## config.mk

```make
export PLATFORM = sky130hd
export DESIGN_NAME = uss_uart
export DESIGN_NICKNAME = d
export VERILOG_FILES = /design/src/logic/uss_pkg.sv /design/src/logic/uss_uart.sv
export SDC_FILE = /design/constraint.sdc
export NUM_CORES = 1
export LEC_CHECK = 0
export BUFFER_PORTS_ARGS = -buffer_cell sky130_fd_sc_hd__buf_2
export CAP_MARGIN = 20
export CORE_MARGIN = 1.5
export CORE_UTILIZATION = 35
export DETAILED_ROUTE_END_ITERATION = 6
export GPL_ROUTABILITY_DRIVEN = 0
export SLEW_MARGIN = 15
export SYNTH_ARGS = -nofsm -noshare
export SYNTH_HDL_FRONTEND = slang
export SYNTH_SLANG_ARGS = --single-unit
```

## constraint.sdc

```tcl
create_clock -name ref_clk -period 4.2 [get_ports ref_clk]
set_input_delay 0.21 -clock ref_clk [delete_from_list [all_inputs] [get_ports ref_clk]]
set_output_delay 0.21 -clock ref_clk [all_outputs]
set_load 0.02 [all_outputs]
```

## src/logic/uss_pkg.sv

```systemverilog
// Shared offsets, field positions and state types of the serial port block
package uss_pkg;

    // ************************************************************
    // Register byte offsets
    // ************************************************************
    localparam int ADDR_W = 8;
    localparam logic [7:0] MODE_OFS = 8'h00;
    localparam logic [7:0] STAT_OFS = 8'h04;
    localparam logic [7:0] TXD_OFS = 8'h08;
    localparam logic [7:0] RXD_OFS = 8'h0C;
    localparam logic [7:0] BAUD_OFS = 8'h10;
    localparam logic [7:0] IST_OFS = 8'h14;
    localparam logic [7:0] IMSK_OFS = 8'h18;

    // ************************************************************
    // Field positions
    // ************************************************************
    // Mode register
    localparam int M_RXEN = 0;
    localparam int M_TXEN = 1;
    localparam int M_SSEL = 2;
    localparam int M_BRK = 8;
    // Status register
    localparam int S_RXRDY = 0;
    localparam int S_OVR = 1;
    localparam int S_FRAMING_ERROR_FLAG = 2;
    localparam int S_TX_SHIFTER_EMPTY = 3;
    localparam int S_TBE = 4;
    localparam int S_TWE = 7;
    // Interrupt status and mask
    localparam int IRQ_W = 4;
    localparam int I_RX = 0;
    localparam int I_OVR = 1;
    localparam int I_FRAMING_ERROR_FLAG = 2;
    localparam int I_TXD = 3;

    // ************************************************************
    // Codes and counts
    // ************************************************************
    localparam logic [1:0] SSEL_TWO_CHK = 2'h2;
    localparam logic [1:0] SSEL_ONE_CHK = 2'h3;
    localparam logic [15:0] BAUD_RST = 16'h0103;
    localparam logic [3:0] BRK_LAST = 4'hC;
    localparam logic [2:0] LAST_BIT = 3'h7;

    // ************************************************************
    // State types
    // ************************************************************
    typedef enum logic [2:0] {
        TX_IDLE, TX_START, TX_DATA, TX_STOP1, TX_STOP2, TX_BRK
    } uss_tx_type;
    typedef enum logic [2:0] {
        RX_IDLE, RX_START, RX_DATA, RX_STOP1, RX_STOP2
    } uss_rx_type;

endpackage : uss_pkg

```

## src/logic/uss_uart.sv

```systemverilog
// Serial transceiver with status flags, stop-bit modes and break
//
// Strobed register access and the placing of the registers are this design's own decisions.
`timescale 1ns/1ps
module uss_uart #(
    parameter int RX_DEPTH = 8,
    parameter logic [15:0] BAUD_DIV = uss_pkg::BAUD_RST
) (
    // Clock and reset
    input wire logic ref_clk,
    input wire logic rst_n,
    // Register port
    input wire logic [uss_pkg::ADDR_W-1:0] reg_addr,
    input wire logic [31:0] reg_wdata,
    input wire logic reg_wr,
    input wire logic reg_rd,
    output logic [31:0] reg_rdata,
    // Serial line
    input wire logic rx_pin,
    output logic tx_pin,
    // Interrupt
    output logic irq
);
    import uss_pkg::*;

    localparam int PW = $clog2(RX_DEPTH);
    localparam logic [PW:0] DEPTH_CNT = (PW+1)'(RX_DEPTH);

    // ************************************************************
    // State
    // ************************************************************
    typedef struct packed {
        logic rx_en;
        logic tx_en;
        logic [1:0] ssel;
        logic brk;
        logic [15:0] baud;
        logic [IRQ_W-1:0] mask;
        logic [IRQ_W-1:0] ist;
        logic ovr;
        logic framing_error_flag;
        logic twe;
        logic [7:0] tbuf;
        logic tbuf_full;
        uss_tx_type tx_st;
        logic [15:0] tx_cnt;
        logic [3:0] tx_bit;
        logic [7:0] tx_sh;
        logic tx_line;
        logic rx_s1;
        logic rx_s2;
        uss_rx_type rx_st;
        logic [15:0] rx_cnt;
        logic [2:0] rx_bit;
        logic [7:0] rx_sh;
        logic [RX_DEPTH-1:0][7:0] fifo;
        logic [PW-1:0] wp;
        logic [PW-1:0] rp;
        logic [PW:0] cnt;
        logic [31:0] rdata;
        logic irq;
    } uss_state_type;

    // Idle line and sync stages reset high so no false start appears
    localparam uss_state_type ST_RST = '{
        tx_st: TX_IDLE, rx_st: RX_IDLE, baud: BAUD_DIV,
        tx_line: 1'b1, rx_s1: 1'b1, rx_s2: 1'b1, default: '0};

    uss_state_type r;
    uss_state_type s;
    logic tx_tick, rx_tick, rx_half;
    logic push, pop, ovr_ev, framing_error_flag_ev, twe_ev, txd_ev, brk_done;
    logic twe_clr, ovr_clr, framing_error_flag_clr;
    logic [31:0] sv;

    // Bit timers: one bit lasts baud+1 clocks
    assign tx_tick = (r.tx_cnt == r.baud);
    assign rx_tick = (r.rx_cnt == r.baud);
    assign rx_half = (r.rx_cnt == {1'b0, r.baud[15:1]});

    // ************************************************************
    // Next state
    // ************************************************************
    always_comb begin
        s = r;
        push = 1'b0;
        ovr_ev = 1'b0;
        framing_error_flag_ev = 1'b0;
        twe_ev = 1'b0;
        txd_ev = 1'b0;
        brk_done = 1'b0;
        twe_clr = 1'b0;
        ovr_clr = reg_wr && reg_addr == STAT_OFS && !reg_wdata[S_OVR];
        framing_error_flag_clr = reg_wr && reg_addr == STAT_OFS && !reg_wdata[S_FRAMING_ERROR_FLAG];
        pop = reg_rd && reg_addr == RXD_OFS && r.cnt != '0;
        // Only the second stage is read by logic
        s.rx_s1 = rx_pin;
        s.rx_s2 = r.rx_s1;

        // Register writes
        if (reg_wr) begin
            case (reg_addr)
                MODE_OFS: begin
                    s.rx_en = reg_wdata[M_RXEN];
                    s.tx_en = reg_wdata[M_TXEN];
                    s.ssel = reg_wdata[M_SSEL +: 2];
                    s.brk = reg_wdata[M_BRK];
                    twe_clr = !reg_wdata[M_TXEN];
                end
                TXD_OFS: begin
                    if (r.tbuf_full || !r.tx_en) begin
                        twe_ev = 1'b1;
                    end else begin
                        s.tbuf = reg_wdata[7:0];
                        s.tbuf_full = 1'b1;
                    end
                end
                BAUD_OFS: s.baud = reg_wdata[15:0];
                IMSK_OFS: s.mask = reg_wdata[IRQ_W-1:0];
                default: ;
            endcase
        end

        // Status word, read back and used by the read mux
        sv = '0;
        sv[S_RXRDY] = r.cnt != '0;
        sv[S_OVR] = r.ovr;
        sv[S_FRAMING_ERROR_FLAG] = r.framing_error_flag;
        // shifter empty once nothing queued or shifting
        sv[S_TX_SHIFTER_EMPTY] = r.tx_st == TX_IDLE && !r.tbuf_full;
        // buffer empty tells software it may write
        sv[S_TBE] = !r.tbuf_full;
        sv[S_TWE] = r.twe;

        // Read data, valid only in the cycle after the strobe
        s.rdata = '0;
        if (reg_rd) begin
            case (reg_addr)
                MODE_OFS: begin
                    s.rdata[M_RXEN] = r.rx_en;
                    s.rdata[M_TXEN] = r.tx_en;
                    s.rdata[M_SSEL +: 2] = r.ssel;
                    s.rdata[M_BRK] = r.brk;
                end
                STAT_OFS: s.rdata = sv;
                RXD_OFS: s.rdata[7:0] = r.fifo[r.rp];
                BAUD_OFS: s.rdata[15:0] = r.baud;
                IST_OFS: s.rdata[IRQ_W-1:0] = r.ist;
                IMSK_OFS: s.rdata[IRQ_W-1:0] = r.mask;
                default: ;
            endcase
        end

        // Transmitter
        s.tx_cnt = (r.tx_st == TX_IDLE || tx_tick) ? '0 : r.tx_cnt + 16'h0001;
        case (r.tx_st)
            TX_IDLE: begin
                if (r.tx_en && r.brk) begin
                    s.tx_st = TX_BRK;
                    s.tx_bit = '0;
                    s.tx_line = 1'b0;
                end else if (r.tx_en && r.tbuf_full) begin
                    s.tx_st = TX_START;
                    s.tx_sh = r.tbuf;
                    s.tbuf_full = 1'b0;
                    s.tx_line = 1'b0;
                end
            end
            TX_START: begin
                if (tx_tick) begin
                    s.tx_st = TX_DATA;
                    s.tx_bit = '0;
                    s.tx_line = r.tx_sh[0];
                end
            end
            TX_DATA: begin
                if (tx_tick) begin
                    s.tx_sh = {1'b0, r.tx_sh[7:1]};
                    s.tx_bit = r.tx_bit + 4'h1;
                    s.tx_line = r.tx_sh[1];
                    if (r.tx_bit[2:0] == LAST_BIT) begin
                        s.tx_st = TX_STOP1;
                        s.tx_line = 1'b1;
                    end
                end
            end
            TX_STOP1: begin
                if (tx_tick) begin
                    // select 2 sends a second stop bit
                    // select 3 sends one as well
                    if (r.ssel == SSEL_TWO_CHK || r.ssel == SSEL_ONE_CHK) begin
                        s.tx_st = TX_STOP2;
                    end else begin
                        s.tx_st = TX_IDLE;
                        txd_ev = 1'b1;
                    end
                end
            end
            TX_STOP2: begin
                if (tx_tick) begin
                    s.tx_st = TX_IDLE;
                    txd_ev = 1'b1;
                end
            end
            TX_BRK: begin
                // Line held low for a whole break, then a stop bit
                if (tx_tick) begin
                    s.tx_bit = r.tx_bit + 4'h1;
                    if (r.tx_bit == BRK_LAST) begin
                        s.tx_st = TX_STOP1;
                        s.tx_line = 1'b1;
                        brk_done = 1'b1;
                    end
                end
            end
            default: s.tx_st = TX_IDLE;
        endcase
        // break request clears itself, beats a same-cycle write
        if (brk_done) s.brk = 1'b0;

        // Receiver, sampling at mid bit
        s.rx_cnt = (r.rx_st == RX_IDLE || rx_tick) ? '0 : r.rx_cnt + 16'h0001;
        case (r.rx_st)
            RX_IDLE: begin
                if (r.rx_en && !r.rx_s2) s.rx_st = RX_START;
            end
            RX_START: begin
                if (rx_half) begin
                    s.rx_cnt = '0;
                    s.rx_bit = '0;
                    s.rx_st = r.rx_s2 ? RX_IDLE : RX_DATA;
                end
            end
            RX_DATA: begin
                if (rx_tick) begin
                    s.rx_sh = {r.rx_s2, r.rx_sh[7:1]};
                    s.rx_bit = r.rx_bit + 3'h1;
                    if (r.rx_bit == LAST_BIT) s.rx_st = RX_STOP1;
                end
            end
            RX_STOP1: begin
                if (rx_tick) begin
                    framing_error_flag_ev = !r.rx_s2;
                    // select 3 checks only this stop bit
                    if (r.ssel == SSEL_TWO_CHK) begin
                        s.rx_st = RX_STOP2;
                    end else begin
                        s.rx_st = RX_IDLE;
                        push = 1'b1;
                    end
                end
            end
            RX_STOP2: begin
                if (rx_tick) begin
                    framing_error_flag_ev = !r.rx_s2;
                    s.rx_st = RX_IDLE;
                    push = 1'b1;
                end
            end
            default: s.rx_st = RX_IDLE;
        endcase

        // Receive buffer; a character finding it full is dropped
        if (push) begin
            if (r.cnt == DEPTH_CNT) begin
                ovr_ev = 1'b1;
            end else begin
                s.fifo[r.wp] = s.rx_sh;
                s.wp = r.wp + 1'b1;
            end
        end
        if (pop) s.rp = r.rp + 1'b1;
        s.cnt = r.cnt + (PW+1)'(push && !ovr_ev) - (PW+1)'(pop);

        // Sticky flags: a set in the clearing cycle wins
        // overrun holds until written zero
        s.ovr = (r.ovr && !ovr_clr) || ovr_ev;
        s.framing_error_flag = (r.framing_error_flag && !framing_error_flag_clr) || framing_error_flag_ev;
        // write error cleared with the transmitter off
        s.twe = (r.twe && !twe_clr) || twe_ev;

        // Interrupt status clears on read, events still land
        s.ist = (reg_rd && reg_addr == IST_OFS) ? '0 : r.ist;
        s.ist[I_RX] = s.ist[I_RX] || (push && !ovr_ev);
        s.ist[I_OVR] = s.ist[I_OVR] || ovr_ev;
        s.ist[I_FRAMING_ERROR_FLAG] = s.ist[I_FRAMING_ERROR_FLAG] || framing_error_flag_ev;
        s.ist[I_TXD] = s.ist[I_TXD] || (txd_ev && !r.tbuf_full);
        s.irq = |(s.ist & s.mask);
    end

    // ************************************************************
    // State register
    // ************************************************************
    always_ff @(posedge ref_clk or negedge rst_n) begin
        if (!rst_n) begin
            r <= ST_RST;
        end else begin
            r <= s;
        end
    end

    // Outputs straight from the state register
    assign reg_rdata = r.rdata;
    assign tx_pin = r.tx_line;
    assign irq = r.irq;
endmodule : uss_uart

```

==> results by group <==
Clock tree
  • H-tree Lvls: 4
  • CTS clock-pin slew for the worst setup and hold paths: ~80 ps
  • Clk_lat worst skew: around 450 ps
  • Number of buffers created by CTS: 17
  • Post-CTS Setup Repair Bufs: 0
  • Clock Tree Buf Depth: 2
  • # clock sinks: roughly 200
  • Root buf cell: clkbuf_16
  • CTS tree: built

STA
  • Fin crit share: 0.743
  • RSZ-0062 raised after global routing: false
  • Fin. Hold Viols: 0
  • Tightest Pin Transition: ~940 ps
  • Min Clock Period, post-route: around 3100 ps
  • Max-Slew Margin vs Limit: 0.373
  • Setup-failing EPs final: 0
  • Worst Skew: 20.3 ps
  • Total Negative Setup Slacks: 0 ps
  • Max-slew violations: 0
  • FMAX: approximately 0.32 GHz

Power and ir drop
  • Max VDD drop: about 0.00029 V
  • Leak Pwr: around 5 nW
  • Pwr dens: approximately 430 nW/um2
  • Total Power: 4.70 mW

Worst setup path
  • WP data arrival: around 3400 ps
  • Setup CP Type: register to register
  • Critical Path Start Type: register
  • R2r endpoint: r[80]
  • Required @ worst endpoint: around 4500 ps
  • Setup crit start: r[199]
  • Crit end category: register
  • CP Max Fanout: 8
  • Register-to-Register Path Depth: 6
  • R2r setup slk: roughly 1100 ps
  • Worst r2r src: r[199]

Drt
  • Drt wl/cell: roughly 17 um
  • WL final: ~21,000 um
  • DR vias: 6,138
  • Via density: ~5
  • DRC viols: 0
  • Initial DRT Pass Iterations: 6
  • Drt first-iter violations: around 420
  • Antenna Nets Post-Route: 0

Cells and area
  • Post-layout net count: between 900 and 1,000
  • Post-Layout Inst Area: around 11,000 um2
  • Layout area overhead: 11.3%
  • # diodes: 0
  • Post-route insts no fill: roughly 1,200
  • Fraction of layout cells with a size suffix above 1: 0.269
  • Final Util: 0.394

Worst hold path
  • Hold Path Depth: 2
  • Worst Min Path Start: reg_wdata[10]
  • Worst Hold Endpoint: r[201]
  • Worst Hold Class: primary input to register

Floorplanning
  • Top-Level Pins: slightly below 80
  • Cell row count: a little over 60
  • Die height: ~170 um
  • Die W: 170 um
  • Core area: between 20,000 and 30,000 um2
  • Initial Utilization: 0.354
  • Die ar.: approximately 29,000 um2

Yosys
  • Sequential share of the synthesized area: 0.501
  • Top_reg_cell synth: dfrtp_1
  • Ys async rst share: 1.00
  • Number of synthesized register bits: about 200
  • Commonest cells post-synth: 190 x dfrtp_1, 103 x mux2_2, 66 x nand2_1
  • Cells after Synth: a little over 800
  • Post-synthesis cell type count: 64
  • Synth area leader: dfrtp_1
  • Number of flops mapped to enable cells by yosys: 0
  • Ys Warns: 0
  • Count leader, synth: dfrtp_1
  • Avg Inst Size Synth: 11.9 um2
  • Top post-synthesis cells by area: dfrtp_1 48%, mux2_2 12%, xnor2_1 4.4%, mux4_2 3.7%, xor2_1 3.0%
  • Netlist Area Pre-Place: roughly 9800 um2
  • Yosys top cell area share: 0.485

Global route
  • Number of antenna violations at the first check in global routing: 1
  • Number of global-route vias before repair: 6,059
  • Pin count of the biggest net entering global routing: 109
  • Tot GR Track Use: 0.151
  • First-pass GRT wire length: about 34,000 um
  • Total grt overflow: 0

Placed design
  • PortBufs: 46
  • Detailed placement HPWL: 14,300 um
  • Area post-placement: 10,200 um2
  • Cell total after placement: ~1,200

Status
  • Status: finished, final reports clean

Run
  • Max-cap viol count: 0
report_power, final:
| group | internal [mW] | switching, mW | total, mW |
|---|---|---|---|
| Clock | 0.869 | 0.830 | 1.70 |
| Combinational | 0.346 | 0.447 | 0.793 |
| Sequential | 2.06 | 0.154 | 2.21 |
placed cells by master, fill, tap and decap left out, types with 6 or more instances in the layout:
| master | count |
|---|---|
| nor2b_1 | 7 |
| clkbuf_16 | 17 |
| xnor2_1 | 49 |
| dfstp_2 | 6 |
| buf_2 | 45 |
| nor2_1 | 59 |
| a21oi_1 | 13 |
| buf_4 | 6 |
| mux2_2 | 103 |
| nand3b_1 | 7 |
| mux4_2 | 16 |
| and3_1 | 17 |
| nand3_1 | 23 |
| mux2i_1 | 17 |
| nand4_1 | 13 |
| xor2_1 | 34 |
| ha_1 | 15 |
| o21ai_0 | 15 |
| dlygate4sd3_1 | 7 |
| nand2_1 | 66 |
| dfrtp_1 | 190 |
| inv_1 | 21 |
| mux2_4 | 8 |
| nor4_1 | 8 |
| conb_1 | 16 |
critical path: stages, from the launching register on:
cell     delay (ps)
dfstp_2         600
xnor2_1         130
nand4_1         120
nor4_2          690
and3_1          360
nand4_1         590
mux2_2          510
repair_timing:
action,CTS,global route
gates resized for setup,0,0
endpoints found under the hold margin,109,0
hold buffers,7,0
metal layers:
metal,up-vias,global-route usage,wire (um)
li1,2901,-,-
met1,3094,0.211,10200
met2,118,0.239,9610
met3,23,0.0305,713
met4,2,0.0377,230
met5,-,0,11
kinds of logic (layout without fill, tap and decap cells):
| kind of cell | Yosys count | count (layout) | synth area share |
|---|---|---|---|
| buffers and inverters | 89 | 113 | 0.0505 |
| AND/OR/NAND/NOR | 235 | 235 | 0.125 |
| other | 1 | 16 | 0.000382 |
| flip-flops | 196 | 196 | 0.501 |
| adder cells (fa/ha/maj) | 16 | 16 | 0.0212 |
| AO/OA/AOI/OAI | 61 | 61 | 0.0419 |
| multiplexers | 146 | 146 | 0.187 |
| XOR/XNOR | 83 | 83 | 0.0741 |
registers in the layout, indices dropped and copies added (netlist names):
name       cells
reg_rdata     16
irq            1
tx_pin         1
r            178
per-stage QoR:
step | hold WS (ps) | setup slack [ps]
after floorplan | -85.6 | 1580
after global placement | 331 | 958
after detailed placement | 332 | 899
after CTS | 1.01 | 1080
after global routing | 9.20 | 927
final | 14.7 | 1080
worst max path at each step:
| stage | end | slack [ps] | cells past startpoint |
|---|---|---|---|
| 6_report | r[80] | 1080 | 6 |
| 5_1_grt | r[50] | 930 | 6 |
| 4_1_cts | r[76] | 1080 | 6 |
| 3_5_place_dp | r[35] | 900 | 11 |
| 3_3_place_gp | r[35] | 960 | 11 |
| 2_1_floorplan | r[35] | 1580 | 11 |
area by class of cell:
| type | instances | area (um2) |
|---|---|---|
| inverters | 21 | 78.8 |
| clock inverters | 15 | 199 |
| repair buffers | 60 | 374 |
| fillers | 2661 | 16800 |
| flip-flops and latches | 196 | 4910 |
| clock buffers | 17 | 425 |
| multi-input cells | 557 | 4460 |
| well taps | 378 | 473 |
(Power assumes the default switching activity.)
